**src/uart_pkg.sv**
```systemverilog
package uart_pkg;

  // Register bus geometry and byte offsets of the five registers.
  localparam int         ADDR_W   = 5;
  localparam logic [4:0] OFF_MODE = 5'h00;
  localparam logic [4:0] OFF_STAT = 5'h04;
  localparam logic [4:0] OFF_TXD  = 5'h08;
  localparam logic [4:0] OFF_RXD  = 5'h0C;
  localparam logic [4:0] OFF_BAUD = 5'h10;

  // Field positions in the mode control register.
  localparam int MODE_EN_BIT   = 15;
  localparam int MODE_LOOP_BIT = 6;
  localparam int MODE_FMT_LSB  = 1;
  localparam int MODE_STOP_BIT = 0;

  // Field positions in the status control register.
  localparam int STAT_TXISEL_BIT = 15;
  localparam int STAT_BRK_BIT    = 11;
  localparam int STAT_TXEN_BIT   = 10;
  localparam int STAT_RXISEL_LSB = 6;
  localparam int STAT_ADDRESS_DETECT_ENABLE_BIT  = 5;
  localparam int STAT_OVF_BIT    = 1;

  // Reset values: 8 data bits, no parity, one stop bit, divisor zero.
  localparam logic [15:0] MODE_RESET = 16'h0000;
  localparam logic [15:0] STAT_RESET = 16'h0110;
  localparam logic [15:0] BAUD_RESET = 16'h0000;

  // Character formats selected by format_select.
  localparam logic [1:0] FMT_8N = 2'h0;
  localparam logic [1:0] FMT_8E = 2'h1;
  localparam logic [1:0] FMT_8O = 2'h2;
  localparam logic [1:0] FMT_9N = 2'h3;

  // Timing: 16 baud ticks per bit, sample in the middle, frame base length.
  localparam int         CLK_PERIOD_NS = 100;
  localparam int         OVERSAMPLE    = 16;
  localparam logic [3:0] LAST_PHASE    = 4'(OVERSAMPLE - 1);
  localparam logic [3:0] SAMPLE_PHASE  = 4'(OVERSAMPLE / 2 - 1);
  localparam logic [3:0] FRAME_BASE    = 4'hA;
  localparam int         FIFO_DEPTH    = 4;
  localparam int         DATA_W        = 9;

  // Receiver states.
  typedef enum logic [4:0] {
    RX_IDLE   = 5'b00001,
    RX_BUSY   = 5'b00010,
    RX_FINISH = 5'b00100,
    RX_WAIT   = 5'b01000,
    RX_HOLD   = 5'b10000
  } rx_state_e;

endpackage : uart_pkg
```
**src/async_serial_transceiver_core.sv**
```systemverilog
// Implementation choices: the address map and register access over Avalon-MM.
`timescale 1ns/1ps
module async_serial_transceiver_core #(
  parameter int FIFO_DEPTH = uart_pkg::FIFO_DEPTH
) (
  // Clock, reset and clock enable.
  input  wire logic                        clk_sys,
  input  wire logic                        resetn,
  input  wire logic                        clk_en,
  // Avalon-MM slave.
  input  wire logic [uart_pkg::ADDR_W-1:0] address,
  input  wire logic                        read,
  input  wire logic                        write,
  input  wire logic [31:0]                 writedata,
  input  wire logic [3:0]                  byteenable,
  output logic      [31:0]                 readdata,
  output logic                             waitrequest,
  // Serial link.
  input  wire logic                        serial_in_pin,
  output logic                             serial_out_pin,
  output logic                             serial_out_oe,
  // Event pulses toward the interrupt flags.
  output logic                             tx_irq_event,
  output logic                             rx_irq_event
);
  import uart_pkg::*;

  localparam int PW = $clog2(FIFO_DEPTH);
  localparam int CW = PW + 1;
  localparam int RW = DATA_W + 2;
  localparam logic [CW-1:0] CNT_FULL  = CW'(FIFO_DEPTH);
  localparam logic [CW-1:0] CNT_THREE = CW'(FIFO_DEPTH - 1);

  // Configuration and control state.
  logic        module_enable, loopback_enable, stop_count_select;
  logic [1:0]  format_select, rx_irq_select;
  logic        tx_irq_select, send_break_bit, transmit_enable, address_detect_enable, overrun_flag;
  logic [15:0] baud_divisor_register, brg_cnt;
  logic        sync1, sync2, sync3, rx_line;
  // Transmit path.
  logic [PW-1:0] tx_wptr, tx_rptr;
  logic [CW-1:0] tx_count;
  logic [DATA_W-1:0] tx_head;
  logic [12:0] transmit_shifter;
  logic [3:0]  tx_left, tx_phase;
  logic        tx_busy;
  // Receive path.
  rx_state_e   rx_state;
  logic [PW-1:0] rx_wptr, rx_rptr;
  logic [CW-1:0] rx_count;
  logic [RW-1:0] rx_head;
  logic [12:0] receive_shifter;
  logic [3:0]  rx_phase, rx_idx;

  // Merge written byte lanes into a 16-bit register value.
  function automatic logic [15:0] merge16(input logic [15:0] cur, input logic [31:0] wd, input logic [3:0] be);
    merge16 = {be[1] ? wd[15:8] : cur[15:8], be[0] ? wd[7:0] : cur[7:0]};
  endfunction : merge16

  // Bus decode: the answer comes one cycle after the request is seen.
  wire req      = read | write;
  wire wr_acc   = write & ~waitrequest;
  wire rd_acc   = read & ~waitrequest;
  wire sel_mode = (address == OFF_MODE);
  wire sel_stat = (address == OFF_STAT);
  wire sel_txd  = (address == OFF_TXD);
  wire sel_rxd  = (address == OFF_RXD);
  wire sel_baud = (address == OFF_BAUD);
  wire [15:0] mode_rd;
  wire [15:0] stat_rd;
  wire [15:0] mode_wr = merge16(mode_rd, writedata, byteenable);
  wire [15:0] stat_wr = merge16(stat_rd, writedata, byteenable);

  // Format decode shared by both directions.
  wire fmt9    = (format_select == FMT_9N);
  wire par_en  = (format_select == FMT_8E) | (format_select == FMT_8O);
  wire fmt_odd = (format_select == FMT_8O);
  wire [3:0] frame_bits = FRAME_BASE + {3'h0, par_en} + {3'h0, fmt9} + {3'h0, stop_count_select};

  // Baud tick at sixteen times the bit rate.
  wire tick = module_enable & (brg_cnt == baud_divisor_register);

  // Transmit FIFO control.
  wire tx_full  = (tx_count == CNT_FULL);
  wire tx_push  = wr_acc & sel_txd & byteenable[0] & module_enable & ~tx_full;
  wire tx_load  = module_enable & transmit_enable & ~send_break_bit & ~tx_busy & (tx_count != '0);
  wire [CW-1:0] next_tx_count = tx_count + CW'(tx_push) - CW'(tx_load);
  wire [PW-1:0] next_tx_rptr  = tx_load ? PW'(tx_rptr + 1'b1) : tx_rptr;
  wire tx_parity = (^tx_head[7:0]) ^ fmt_odd;
  wire [12:0] tx_frame = fmt9 ? {3'h7, tx_head[8:0], 1'b0} :
                         (par_en ? {3'h7, tx_parity, tx_head[7:0], 1'b0} : {4'hF, tx_head[7:0], 1'b0});
  wire shifter_empty_status = ~tx_busy;

  // Receive decode of the captured frame.
  wire rx_in = loopback_enable ? serial_out_pin : rx_line;
  wire [3:0] stop_last  = frame_bits - 4'h1;
  wire [3:0] stop_first = stop_last - {3'h0, stop_count_select};
  wire rx_framing_error_flag = ~receive_shifter[stop_last] | ~receive_shifter[stop_first];
  wire rx_parity_error_flag = par_en & ((^receive_shifter[9:1]) ^ fmt_odd);
  wire [DATA_W-1:0] rx_data = fmt9 ? receive_shifter[9:1] : {1'b0, receive_shifter[8:1]};
  wire rx_full  = (rx_count == CNT_FULL);
  wire rx_push  = (rx_state == RX_FINISH) & ~rx_full;
  wire rx_ovf   = (rx_state == RX_FINISH) & rx_full;
  wire rx_pop   = rd_acc & sel_rxd & (rx_count != '0);
  wire [CW-1:0] next_rx_count = rx_count + CW'(rx_push) - CW'(rx_pop);
  wire [PW-1:0] next_rx_rptr  = rx_pop ? PW'(rx_rptr + 1'b1) : rx_rptr;
  wire rx_data_available    = (rx_count != '0);
  wire receiver_idle_status = (rx_state != RX_BUSY) & (rx_state != RX_FINISH);
  wire addr_mode = address_detect_enable & fmt9;
  wire rx_level_hit = (rx_irq_select[1] == 1'b0) | (rx_irq_select[0] ? (next_rx_count == CNT_FULL) : (next_rx_count == CNT_THREE));

  // Register readback assembly; error flags follow the head character.
  assign mode_rd = {module_enable, 8'h00, loopback_enable, 3'h0, format_select, stop_count_select};
  assign stat_rd = {tx_irq_select, 3'h0, send_break_bit, transmit_enable, tx_full, shifter_empty_status,
                    rx_irq_select, address_detect_enable, receiver_idle_status,
                    rx_data_available & rx_head[DATA_W+1], rx_data_available & rx_head[DATA_W],
                    overrun_flag, rx_data_available};
  wire [15:0] rd_mux = sel_mode ? mode_rd : sel_stat ? stat_rd : sel_rxd ? {7'h00, rx_head[DATA_W-1:0]} :
                       sel_baud ? baud_divisor_register : 16'h0000;

  // Bus handshake: waitrequest drops for one cycle, with read data, after a request appears.
  always_ff @(posedge clk_sys or negedge resetn) begin
    if (!resetn) begin
      waitrequest <= 1'b1;
      readdata    <= 32'h0000_0000;
    end else if (clk_en) begin
      waitrequest <= ~(req & waitrequest);
      if (read & waitrequest) begin
        readdata <= {16'h0000, rd_mux};
      end
    end
  end

  // Mode and divisor registers; disabling the module leaves them untouched.
  always_ff @(posedge clk_sys or negedge resetn) begin
    if (!resetn) begin
      {module_enable, loopback_enable, format_select, stop_count_select} <=
        {MODE_RESET[MODE_EN_BIT], MODE_RESET[MODE_LOOP_BIT], MODE_RESET[MODE_FMT_LSB+:2], MODE_RESET[MODE_STOP_BIT]};
      baud_divisor_register <= BAUD_RESET;
    end else if (clk_en) begin
      if (wr_acc && sel_mode) begin
        module_enable     <= mode_wr[MODE_EN_BIT];
        loopback_enable   <= mode_wr[MODE_LOOP_BIT];
        format_select     <= mode_wr[MODE_FMT_LSB+:2];
        stop_count_select <= mode_wr[MODE_STOP_BIT];
      end
      if (wr_acc && sel_baud) begin
        baud_divisor_register <= merge16(baud_divisor_register, writedata, byteenable);
      end
    end
  end

  // Status control bits; an overrun in the same cycle as its clear wins.
  always_ff @(posedge clk_sys or negedge resetn) begin
    if (!resetn) begin
      {tx_irq_select, send_break_bit, transmit_enable} <= {STAT_RESET[STAT_TXISEL_BIT], STAT_RESET[STAT_BRK_BIT], STAT_RESET[STAT_TXEN_BIT]};
      rx_irq_select         <= STAT_RESET[STAT_RXISEL_LSB+:2];
      address_detect_enable <= STAT_RESET[STAT_ADDRESS_DETECT_ENABLE_BIT];
      overrun_flag          <= STAT_RESET[STAT_OVF_BIT];
    end else if (clk_en) begin
      if (wr_acc && sel_stat) begin
        tx_irq_select         <= stat_wr[STAT_TXISEL_BIT];
        send_break_bit        <= stat_wr[STAT_BRK_BIT];
        transmit_enable       <= stat_wr[STAT_TXEN_BIT];
        rx_irq_select         <= stat_wr[STAT_RXISEL_LSB+:2];
        address_detect_enable <= stat_wr[STAT_ADDRESS_DETECT_ENABLE_BIT];
        if (!stat_wr[STAT_OVF_BIT]) begin
          overrun_flag <= 1'b0;
        end
      end
      if (rx_ovf) begin
        overrun_flag <= 1'b1;
      end
      if (!module_enable) begin
        {send_break_bit, transmit_enable, overrun_flag} <= 3'h0;
      end
    end
  end

  // Input synchroniser with agreement filter on the last two stages.
  always_ff @(posedge clk_sys or negedge resetn) begin
    if (!resetn) begin
      {sync1, sync2, sync3, rx_line} <= 4'hF;
    end else if (clk_en) begin
      sync1 <= serial_in_pin;
      sync2 <= sync1;
      sync3 <= sync2;
      if (sync2 == sync3) begin
        rx_line <= sync3;
      end
    end
  end

  // Baud divisor counter, cleared while the module is disabled.
  always_ff @(posedge clk_sys or negedge resetn) begin
    if (!resetn) begin
      brg_cnt <= 16'h0000;
    end else if (clk_en) begin
      brg_cnt <= (!module_enable || tick) ? 16'h0000 : brg_cnt + 16'h0001;
    end
  end

  // Transmit FIFO pointers; reset or disable empties the queue.
  always_ff @(posedge clk_sys or negedge resetn) begin
    if (!resetn) begin
      {tx_wptr, tx_rptr, tx_count} <= '0;
    end else if (clk_en) begin
      if (!module_enable) begin
        {tx_wptr, tx_rptr, tx_count} <= '0;
      end else begin
        tx_wptr  <= tx_push ? PW'(tx_wptr + 1'b1) : tx_wptr;
        tx_rptr  <= next_tx_rptr;
        tx_count <= next_tx_count;
      end
    end
  end

  fifo_mem #(.WIDTH(DATA_W), .DEPTH(FIFO_DEPTH), .AW(PW)) tx_mem (
    .clk_sys (clk_sys),
    .resetn  (resetn),
    .clk_en  (clk_en),
    .we      (tx_push),
    .waddr   (tx_wptr),
    .wdata   (writedata[DATA_W-1:0]),
    .raddr   (next_tx_rptr),
    .rdata   (tx_head)
  );

  // Transmit shifter: load starts the start bit, each bit lasts sixteen ticks.
  always_ff @(posedge clk_sys or negedge resetn) begin
    if (!resetn) begin
      transmit_shifter <= 13'h1FFF;
      {tx_left, tx_phase, tx_busy} <= '0;
    end else if (clk_en) begin
      if (!module_enable) begin
        tx_busy <= 1'b0;
      end else if (tx_load) begin
        transmit_shifter <= tx_frame;
        tx_left          <= frame_bits;
        tx_phase         <= 4'h0;
        tx_busy          <= 1'b1;
      end else if (tx_busy && tick) begin
        tx_phase <= tx_phase + 4'h1;
        if (tx_phase == LAST_PHASE) begin
          transmit_shifter <= {1'b1, transmit_shifter[12:1]};
          tx_left          <= tx_left - 4'h1;
          tx_busy          <= (tx_left != 4'h1);
        end
      end
    end
  end

  // Output pin and transmit event.
  always_ff @(posedge clk_sys or negedge resetn) begin
    if (!resetn) begin
      serial_out_pin <= 1'b1;
      serial_out_oe  <= 1'b0;
      tx_irq_event   <= 1'b0;
    end else if (clk_en) begin
      serial_out_oe  <= module_enable;
      serial_out_pin <= ~module_enable | (~send_break_bit & (~tx_busy | transmit_shifter[0]));
      tx_irq_event   <= tx_load & (~tx_irq_select | (next_tx_count == '0));
    end
  end

  // Receiver state machine, sampling each bit at its middle tick.
  always_ff @(posedge clk_sys or negedge resetn) begin
    if (!resetn) begin
      rx_state        <= RX_IDLE;
      receive_shifter <= 13'h1FFF;
      {rx_phase, rx_idx} <= '0;
    end else if (clk_en) begin
      if (!module_enable) begin
        rx_state <= RX_IDLE;
      end else begin
        case (rx_state)
          RX_IDLE: begin
            if (tick && !rx_in) begin
              rx_state <= RX_BUSY;
              rx_phase <= 4'h0;
              rx_idx   <= 4'h0;
            end
          end
          RX_BUSY: begin
            if (tick) begin
              rx_phase <= rx_phase + 4'h1;
              if (rx_phase == SAMPLE_PHASE) begin
                receive_shifter[rx_idx] <= rx_in;
                rx_idx <= rx_idx + 4'h1;
                if (rx_idx == 4'h0 && rx_in) begin
                  rx_state <= RX_IDLE;
                end else if (rx_idx == stop_last) begin
                  rx_state <= RX_FINISH;
                end
              end
            end
          end
          RX_FINISH: begin
            rx_state <= rx_full ? RX_HOLD : (rx_framing_error_flag ? RX_WAIT : RX_IDLE);
          end
          RX_WAIT: begin
            if (rx_in) begin
              rx_state <= RX_IDLE;
            end
          end
          RX_HOLD: begin
            if (!overrun_flag) begin
              rx_state <= RX_IDLE;
            end
          end
          default: begin
            rx_state <= RX_IDLE;
          end
        endcase
      end
    end
  end

  // Receive FIFO pointers and receive event.
  always_ff @(posedge clk_sys or negedge resetn) begin
    if (!resetn) begin
      {rx_wptr, rx_rptr, rx_count} <= '0;
      rx_irq_event <= 1'b0;
    end else if (clk_en) begin
      if (!module_enable) begin
        {rx_wptr, rx_rptr, rx_count} <= '0;
      end else begin
        rx_wptr  <= rx_push ? PW'(rx_wptr + 1'b1) : rx_wptr;
        rx_rptr  <= next_rx_rptr;
        rx_count <= next_rx_count;
      end
      rx_irq_event <= module_enable & rx_push & (addr_mode ? rx_data[DATA_W-1] : rx_level_hit);
    end
  end

  fifo_mem #(.WIDTH(RW), .DEPTH(FIFO_DEPTH), .AW(PW)) rx_mem (
    .clk_sys (clk_sys),
    .resetn  (resetn),
    .clk_en  (clk_en),
    .we      (rx_push),
    .waddr   (rx_wptr),
    .wdata   ({rx_parity_error_flag, rx_framing_error_flag, rx_data}),
    .raddr   (next_rx_rptr),
    .rdata   (rx_head)
  );
endmodule : async_serial_transceiver_core

```
**src/fifo_mem.sv**
```systemverilog
`timescale 1ns/1ps
module fifo_mem #(
  parameter int WIDTH = 9,
  parameter int DEPTH = 4,
  parameter int AW    = 2
) (
  // Clock and reset.
  input  wire logic             clk_sys,
  input  wire logic             resetn,
  input  wire logic             clk_en,
  // Write port.
  input  wire logic             we,
  input  wire logic [AW-1:0]    waddr,
  input  wire logic [WIDTH-1:0] wdata,
  // Read port, fed with the next read pointer.
  input  wire logic [AW-1:0]    raddr,
  output logic      [WIDTH-1:0] rdata
);

  logic [WIDTH-1:0] mem [DEPTH];

  // Storage array; contents need no reset because the pointers define validity.
  always_ff @(posedge clk_sys) begin
    if (clk_en && we) begin
      mem[waddr] <= wdata;
    end
  end

  // Read register with write-through so that it always mirrors the head entry.
  always_ff @(posedge clk_sys or negedge resetn) begin
    if (!resetn) begin
      rdata <= '0;
    end else if (clk_en) begin
      rdata <= (we && (waddr == raddr)) ? wdata : mem[raddr];
    end
  end

endmodule : fifo_mem

```
**config.mk**
```make
export PLATFORM = sky130hd
export DESIGN_NAME = async_serial_transceiver_core
export DESIGN_NICKNAME = d
export VERILOG_FILES = /design/src/uart_pkg.sv /design/src/async_serial_transceiver_core.sv /design/src/fifo_mem.sv
export SDC_FILE = /design/constraint.sdc
export NUM_CORES = 1
export LEC_CHECK = 0
export BUFFER_PORTS_ARGS = -buffer_cell sky130_fd_sc_hd__clkbuf_2
export CORE_MARGIN = 2
export CORE_UTILIZATION = 55
export CTS_CLUSTER_SIZE = 24
export DETAILED_ROUTE_END_ITERATION = 10
export PLACE_DENSITY = 0.78
export REMOVE_ABC_BUFFERS = 1
export SLEW_MARGIN = 20
export SYNTH_ARGS = -nofsm -noshare
export SYNTH_HDL_FRONTEND = slang
export SYNTH_SLANG_ARGS = --single-unit
```
**constraint.sdc**
```tcl
create_clock -name clk_sys -period 3.8 [get_ports clk_sys]
set_input_delay 0.76 -clock clk_sys [delete_from_list [all_inputs] [get_ports clk_sys]]
set_output_delay 0.76 -clock clk_sys [all_outputs]
set_load 0.02 [all_outputs]
```
==> results.json, run 1 <==
{
  "switchingPower_mw": 1.33,
  "grt_setup_unrepaired": "false",
  "clockPowerShare_pct": 44.1,
  "p_int_mw": 4.18,
  "instances_no_fill": 1460,
  "synth_compound_area_share_pct": 14.7,
  "power_mw": 5.51,
  "pwr-share-seq_pct": 48.0,
  "synthSimpleGateAreaFrac_pct": 14.8,
  "syn-cell-area_um2": 11900,
  "status": "finished, final reports clean",
  "final.min_clock_period_ns": 3.54,
  "die_h_um": 151,
  "drtIter0Drc": 918,
  "yosysMostFrequentCell": "dfrtp_1",
  "drv_cap": 0,
  "hpwl_mm": 20.6,
  "ctsHoldBuffers": 0,
  "rr_startpoint": "rx_count[1]",
  "die_x_um": 151,
  "reg2reg_depth": 14,
  "antennaDiodeCount": 0,
  "syn_avg_cell_area_um2": 10.6,
  "power_frac_comb_pct": 7.9,
  "fin_ws_ns": 0.258,
  "cts_buffers": 25,
  "dpl_worst_slack_ns": 0.129,
  "fin_worst_skew_ns": 0.00916,
  "cts_setup_buffers": 0,
  "syn2layout_area_growth_pct": 10.9,
  "synthCells": 1129,
  "synth-adder-area-share_pct": 3.17,
  "drtPass1Iterations": 5,
  "cts_max_level": 1,
  "initial_core_util_pct": 56.4,
  "grt_busiest_layer": "met2",
  "met1_usage_pct": 37.7,
  "drive_gt1_share_pct": 16.5,
  "min_path_type": "primary input to async pin",
  "ys_seq_area_share_pct": 51.3,
  "clk_pin_slew_ns": 0.06,
  "arrival_ns": 3.98,
  "drtAntennaViolNets": 0,
  "synth_mux_area_share_pct": 7.61,
  "p_per_area_nw_per_um2": 416,
  "rrSetupSlack_ns": 0.26,
  "clkLatencyLatePin_ns": 0.52,
  "coreArea_um2": 21200,
  "io_pins": 84,
  "netlist.area_leader.share_pct": 24.8,
  "num_rows": 53,
  "io_buffer_count": 49,
  "maxSlewHeadroom_pct": 42.1,
  "grt_pass1_wl_mm": 47.3,
  "cts_resized": 0,
  "root_buffer": "clkbuf_16",
  "use_met2_pct": 42.1,
  "met3_usage_pct": 3.40,
  "grt_use_total_pct": 26.4,
  "drv_slew": 0,
  "drt_wl_total_mm": 29.8,
  "crit_type": "flop to flop",
  "swShare_pct": 24.1,
  "synth_xor_area_share_pct": 3.75,
  "grt-ovfl-total": 0,
  "whs_ns": 0.326,
  "clock_path_buffers": 3,
  "synth_top_area_cell": "dfrtp_1",
  "dpl_cell_area_um2": 12400,
  "ys_types": 76,
  "cp-end-kind": "flop",
  "synth_top_family_by_area": "simple AND/OR/NAND/NOR gates",
  "worst_slew_pin_slew_ns": 0.868,
  "setup_violations": 0,
  "synth.cells.most_frequent": "dfrtp_1 (118), nand2_1 (92), o21ai_0 (90)",
  "required_ns": 4.24,
  "fmax_mhz": 282,
  "antenna_found_initial": 0,
  "dieArea_um2": 22900,
  "start_kind": "flop",
  "grt_max_degree": 95,
  "grt_pass1_vias": 8853,
  "placed_cells": 1415,
  "fin_area_um2": 13200,
  "synth_enable_flop_cells": 80,
  "cts.sinks": 227,
  "gp_congestion": 0.894,
  "final_min_period_over_clock_period_pct": 93.2,
  "routed-via-count": 9214,
  "total_leakage_power_nw": 5.21,
  "wl_per_cell_um": 20.4,
  "synthFlopType": "dfrtp_1",
  "nNetsFinal": 1243,
  "synth_seq_cells": 227,
  "ir_drop_uv": 321,
  "drc": 0,
  "cts_tree": "yes",
  "finalHoldViolCount": 0,
  "cp_max_fo": 6,
  "yosysWarnings": 0,
  "synth_area_leaders": "dfrtp_1 (25%), edfxtp_1 (20%), dfstp_2 (6.4%), o21ai_0 (3.8%), nor3_1 (3.6%)",
  "r2r_end": "rx_irq_event",
  "synthArstFlopShare_pct": 64.8,
  "via_per_inst": 6.31
}
## power groups by stage
stage	combinational (mW)	sequential (mW)	clock, mW
2_1_floorplan	0.237	2.68	0
3_3_place_gp	0.420	2.69	0
3_5_place_dp	0.430	2.69	0
4_1_cts	0.433	2.64	2.44
5_1_grt	0.476	2.65	2.56
6_report	0.436	2.64	2.43
## metrics by stage
step                setup TNS, ns  utilization [%]
floorplan                  -0.374                -
global placement                0             58.6
detailed placement              0             58.6
CTS                             0             62.5
global route                    0             62.5
finish                          0             62.5
## metal layers
| metal | part of all wire, % | vias up |
|---|---|---|
| met4 | 3.1 | 0 |
| met3 | 7.4 | 63 |
| met1 | 43 | 4553 |
| li1 | - | 4192 |
| met2 | 47 | 406 |
| met5 | 0 | - |
## worst max-delay path, stage by stage (launching register included)
cell	delay (ns)
dfrtp_1	0.47
or3b_1	0.47
and4_1	0.24
inv_1	0.16
ha_1	0.26
inv_1	0.06
ha_1	0.13
inv_1	0.05
fa_1	0.38
xor2_1	0.23
xnor2_1	0.12
or4b_2	0.60
nand4_1	0.11
o2111ai_1	0.10
o21ai_0	0.08
## cells in the final DEF, fill, tap and decap left out, types with 29 or more instances in the layout
master    count
dfstp_2      29
nand2_1      92
nor3_1       85
clkbuf_2     48
edfxtp_1     80
mux2i_1      34
mux2_2       31
xnor2_1      39
inv_1        44
nor2_1       75
dfrtp_1     118
o21ai_0      90
## cells by family (layout without fill, tap and decap cells)
logic type                 Yosys count  in the layout
buffers and inverters              126            167
muxes                               79             79
adders and majority gates           29             29
AOI/OAI and AO/OA                  265            265
DFF                                227            227
xor gates and xnor gates            51             51
other                                1             16
and+or+nand+nor                    351            351
## worst max-delay path by stage
stage | cells after the start | from | endpoint
final | 14 | rx_count[1] | rx_irq_event
after global placement | 15 | address[4] | rx_irq_event
after CTS | 12 | format_select[0] | rx_state[0]
after floorplan | 14 | address[4] | rx_irq_event
after detailed placement | 15 | address[4] | rx_irq_event
after global routing | 14 | rx_count[1] | rx_irq_event
## flip-flops by register name, summed over array words and instances (netlist names), 5 cells and up
signal	cells
transmit_shifter	10
readdata	16
rx_mem.rdata	11
rx_mem.mem	44
tx_mem.rdata	9
receive_shifter	12
rx_state	5
tx_mem.mem	36
brg_cnt	16
baud_divisor_register	16
## final cells by class
type / instances / area, um^2
Clock inverter: 15 / 154
Sequential cell: 227 / 6120
Clock buffer: 30 / 664
Multi-Input combinational cell: 791 / 5320
Tap cell: 275 / 344
Fill cell: 1612 / 7930
Inverter: 46 / 173
Timing Repair Buffer: 76 / 454
Note: power is estimated with default switching activity, not from simulation.
==> run 2: changes to the inputs <==
--- a/config.mk
+++ b/config.mk
@@ -6,11 +6,11 @@
 export NUM_CORES = 1
 export LEC_CHECK = 0
 export BUFFER_PORTS_ARGS = -buffer_cell sky130_fd_sc_hd__clkbuf_2
-export CORE_MARGIN = 2
-export CORE_UTILIZATION = 55
+export CORE_ASPECT_RATIO = 0.8
+export CORE_UTILIZATION = 40
 export CTS_CLUSTER_SIZE = 24
 export DETAILED_ROUTE_END_ITERATION = 10
-export PLACE_DENSITY = 0.78
+export PLACE_DENSITY = 0.61
 export REMOVE_ABC_BUFFERS = 1
 export SLEW_MARGIN = 20
 export SYNTH_ARGS = -nofsm -noshare
==> results.json, run 2 (synthesis gave the netlist of run 1 again) <==
{
  "cp_cell_sequence": "or3b_1 > and4_1 > inv_1 > ha_1 > inv_1 > ha_1 > inv_1 > fa_1 > xor2_1 > xnor2_1 > or4b_2 > nand4_1 > o2111ai_1 > o21ai_0",
  "max_stage_delay_ns": 0.62,
  "fin_worst_skew_ns": 0.0194,
  "drtAntennaViolNets": 0,
  "status": "finished, final reports clean",
  "drive_gt1_share_pct": 16.4,
  "via_per_inst": 5.87,
  "grt_busiest_layer": "met1",
  "drc": 0,
  "maxSlewHeadroom_pct": 40.4,
  "die_x_um": 195,
  "whs_ns": 0.281,
  "power_frac_comb_pct": 8.3,
  "worst_slew_pin_slew_ns": 0.891,
  "io_buffer_count": 49,
  "p_per_area_nw_per_um2": 405,
  "grt_pass1_vias": 8556,
  "use_met2_pct": 30.1,
  "ctsHoldBuffers": 0,
  "io_pins": 84,
  "drv_cap": 0,
  "crit_slowest_cell": "or4b_2",
  "grt_setup_unrepaired": "false",
  "start_kind": "flop",
  "crit_type": "flop to flop",
  "drtIter0Drc": 862,
  "pwr-share-seq_pct": 49.2,
  "rrSetupSlack_ns": 0.40,
  "cts_max_level": 1,
  "setup_violations": 0,
  "arrival_ns": 3.85,
  "clock_path_buffers": 3,
  "fin_area_um2": 13300,
  "p_int_mw": 4.05,
  "drt_wl_total_mm": 32.2,
  "final.min_clock_period_ns": 3.40,
  "cp_top_family": "simple AND/OR/NAND/NOR gates",
  "cts_buffers": 25,
  "path_buf_inv": 3,
  "root_buffer": "clkbuf_16",
  "cts_resized": 0,
  "grt_use_total_pct": 21.1,
  "required_ns": 4.25,
  "routed-via-count": 9166,
  "dpl_cell_area_um2": 12500,
  "met1_usage_pct": 32.7,
  "min_path_type": "primary input to async pin",
  "grt_max_degree": 80,
  "swShare_pct": 24.8,
  "coreArea_um2": 29300,
  "grt-ovfl-total": 0,
  "dieArea_um2": 30500,
  "initial_core_util_pct": 40.7,
  "drv_slew": 0,
  "switchingPower_mw": 1.33,
  "nNetsFinal": 1243,
  "finalHoldViolCount": 0,
  "die_h_um": 156,
  "largest_register_ff_count": 44,
  "cp_max_fo": 6,
  "cts_setup_buffers": 0,
  "total_leakage_power_nw": 5.19,
  "clockPowerShare_pct": 42.5,
  "cp-end-kind": "flop",
  "gp_congestion": 0.868,
  "wl_per_cell_um": 20.6,
  "top_register": "rx_mem.mem",
  "clkLatencyLatePin_ns": 0.53,
  "regArea_um2": 6120,
  "clk_pin_slew_ns": 0.06,
  "grt_pass1_wl_mm": 50.1,
  "drtPass1Iterations": 5,
  "hpwl_mm": 22.3,
  "final_min_period_over_clock_period_pct": 89.5,
  "multi_input_area_um2": 5320,
  "antennaDiodeCount": 0,
  "syn2layout_area_growth_pct": 11.5,
  "ir_drop_uv": 324,
  "crit_top_cell": "inv_1",
  "final_cell_mix": "dfrtp_1 (118), nand2_1 (92), o21ai_0 (90)",
  "num_rows": 56,
  "fmax_mhz": 294,
  "fill_cells": 2719,
  "cts.sinks": 227,
  "met3_usage_pct": 4.48,
  "antenna_found_initial": 0,
  "cts_tree": "yes",
  "reg_top3": "rx_mem.mem (44), tx_mem.mem (36)",
  "final_common_cell": "dfrtp_1"
}
## run 2: cell types whose count changed in the layout (fill, tap and decap cells not counted), sizes merged
| cell | previous run | this run |
|---|---|---|
| bufinv | 3 | 1 |
| inv | 46 | 45 |
| clkinvlp | 1 | 0 |
| clkinv | 11 | 8 |
| clkbuf | 78 | 85 |
## run 2: final timing paths
path,from,end,depth (start not counted)
worst max register to register,rx_count[1],rx_irq_event,14
max in group asynchronous,resetn,transmit_shifter[1],2
worst max-delay path,rx_count[1],rx_irq_event,14
worst min register to register,transmit_shifter[1],transmit_shifter[0],2
min in group clk_sys,transmit_shifter[1],transmit_shifter[0],2
worst min-delay path,resetn,brg_cnt[1],1
## run 2: cell type report
| type | count | area share [%] |
|---|---|---|
| multi-input combinational | 791 | 40.0 |
| timing repair buffer | 76 | 3.51 |
| clock buffer | 37 | 5.15 |
| sequential | 227 | 46.0 |
| inverter | 46 | 1.30 |
| tap | 377 | 3.55 |
| clock inverter | 8 | 0.517 |
## run 2: routing by layer
layer	vias to the layer above	wire, um
met3	40	2550
met2	323	13400
met1	4597	15700
met5	-	0
li1	4206	-
met4	0	470
## run 2: metrics by stage
stage          setup slack, ns  util, %  power, mW  TNS (ns)  cells
5_1_grt                  0.136     45.4       5.57         0   1562
6_report                 0.398     45.4       5.38         0   1562
2_1_floorplan           -0.311        -       2.91    -0.374   1064
3_5_place_dp             0.152     42.8       3.13         0   1517
4_1_cts                  0.413     45.4       5.42         0   1562
3_3_place_gp             0.177     42.8       3.13         0   1517
## run 2: power groups by stage
stage	logic, mW	registers, mW	clock network, mW
after floorplan	0.237	2.68	0
after global placement	0.440	2.69	0
after detailed placement	0.444	2.69	0
after CTS	0.445	2.64	2.33
after global routing	0.485	2.65	2.43
final	0.447	2.65	2.29
==> run 3: changes to the inputs <==
==> constraint.sdc (replaced) <==
create_clock -name clk_sys -period 4.1 [get_ports clk_sys]
set_input_delay 0.82 -clock clk_sys [delete_from_list [all_inputs] [get_ports clk_sys]]
set_output_delay 0.82 -clock clk_sys [all_outputs]
set_load 0.02 [all_outputs]
==> results.json, run 3 (synthesis gave the netlist of run 1 again) <==
{
  "p_int_mw": 3.78,
  "min_path_type": "primary input to async pin",
  "dieArea_um2": 30500,
  "worst_slew_pin_slew_ns": 1.04,
  "antenna_found_initial": 0,
  "grt_busiest_layer": "met1",
  "cts_tree": "yes",
  "final_common_cell": "dfrtp_1",
  "required_ns": 4.56,
  "grt_use_total_pct": 20.9,
  "drc": 0,
  "gp_congestion": 0.865,
  "hpwl_mm": 21.9,
  "final_cell_mix": "dfrtp_1 (118), nand2_1 (92), o21ai_0 (90)",
  "post-route-util_pct": 45.4,
  "initial_core_util_pct": 40.7,
  "drive_gt1_share_pct": 16.5,
  "grt_setup_unrepaired": "false",
  "routed-via-count": 9003,
  "pwr-share-seq_pct": 48.8,
  "final_min_period_over_clock_period_pct": 85.5,
  "die_x_um": 195,
  "fin_worst_skew_ns": 0.0241,
  "top_register": "rx_mem.mem",
  "grt_max_degree": 90,
  "finalHoldViolCount": 0,
  "arrival_ns": 3.96,
  "clock_path_buffers": 3,
  "clk_pin_slew_ns": 0.06,
  "p_per_area_nw_per_um2": 378,
  "rr_startpoint": "rx_count[1]",
  "cts_max_level": 1,
  "drv_cap": 0,
  "coreArea_um2": 29300,
  "io_pins": 84,
  "clkLatencyLatePin_ns": 0.54,
  "grt-ovfl-total": 0,
  "nNetsFinal": 1241,
  "via_per_inst": 5.77,
  "r2r_end": "rx_irq_event",
  "ir_drop_uv": 269,
  "maxSlewHeadroom_pct": 30.6,
  "dpl_cell_area_um2": 12500,
  "io_buffer_count": 49,
  "total_leakage_power_nw": 5.18,
  "drt_wl_total_mm": 31.5,
  "met1_usage_pct": 33.0,
  "status": "finished, final reports clean",
  "crit_type": "flop to flop",
  "wl_per_cell_um": 20.2,
  "final.min_clock_period_ns": 3.50,
  "num_rows": 56,
  "reg_top3": "rx_mem.mem (44), tx_mem.mem (36)",
  "ctsHoldBuffers": 0,
  "cts.sinks": 227,
  "start_kind": "flop",
  "drv_slew": 0,
  "cp-end-kind": "flop",
  "drtPass1Iterations": 7,
  "clockPowerShare_pct": 43.2,
  "cts_setup_buffers": 0,
  "swShare_pct": 24.9,
  "startpoint": "rx_count[1]",
  "root_buffer": "clkbuf_16",
  "antennaDiodeCount": 0,
  "grt_pass1_vias": 8524,
  "fill_cells": 2700,
  "switchingPower_mw": 1.25,
  "cp_max_fo": 6,
  "setup_violations": 0,
  "drtAntennaViolNets": 0,
  "drtIter0Drc": 770,
  "cts_resized": 0,
  "rrSetupSlack_ns": 0.60,
  "grt_pass1_wl_mm": 49.7,
  "fmax_mhz": 285,
  "fin_area_um2": 13300,
  "reg2reg_depth": 14,
  "syn2layout_area_growth_pct": 11.5,
  "met3_usage_pct": 3.04,
  "use_met2_pct": 29.6,
  "power_frac_comb_pct": 8.0,
  "largest_register_ff_count": 44,
  "die_h_um": 156,
  "cts_buffers": 25
}
==> run 3: power by group through the flow <==
stage	Combinational, mW	Clock (mW)	Sequential [mW]
CTS	0.408	2.21	2.45
finish	0.404	2.17	2.45
detailed placement	0.407	0	2.50
global placement	0.404	0	2.49
global route	0.448	2.28	2.46
floorplan	0.220	0	2.48
==> run 3: through the flow <==
step | cells | total power, mW | TNS, ns | hold slack (ns) | setup slack (ns)
final | 1561 | 5.03 | 0 | 0.375 | 0.597
after global routing | 1561 | 5.19 | 0 | 0.452 | 0.375
after CTS | 1561 | 5.07 | 0 | 0.413 | 0.607
after detailed placement | 1515 | 2.90 | 0 | 0.462 | 0.332
after global placement | 1515 | 2.90 | 0 | 0.459 | 0.356
after floorplan | 1064 | 2.70 | -0.0709 | 0.438 | -0.0709
==> run 3: how the worst max path moves through the flow <==
stage / endpoint / slack (ns)
after floorplan: rx_irq_event / -0.07
after global placement: rx_irq_event / 0.36
after detailed placement: rx_irq_event / 0.33
after CTS: rx_irq_event / 0.61
after global routing: rx_irq_event / 0.37
final: rx_irq_event / 0.60
==> run 3: area by class of cell <==
cell class              count  area [um^2]  share of cell area, %
flip-flops and latches    227         6120                   46.0
multi-input cells         791         5320                   40.0
clock buffers              34          689                   5.18
well taps                 377          472                   3.55
repair buffers             74          439                   3.30
inverters                  46          173                   1.30
clock inverters            12         92.6                  0.696
==> run 3: critical path: stages (launching register included) <==
cell and delay [ns]:
dfrtp_1 0.45, or3b_1 0.47, and4_1 0.24, inv_1 0.13
ha_1 0.25, inv_1 0.05, ha_1 0.12, inv_1 0.04
fa_1 0.36, xor2_1 0.27, xnor2_1 0.13, or4b_2 0.61
nand4_1 0.11, o2111ai_1 0.10, o21ai_0 0.08
==> run 3: layer usage <==
metal,part of all wire [%],wire length [um]
met5,0,0
met4,1.9,585
met3,7.1,2240
met2,41,13000
met1,50,15700
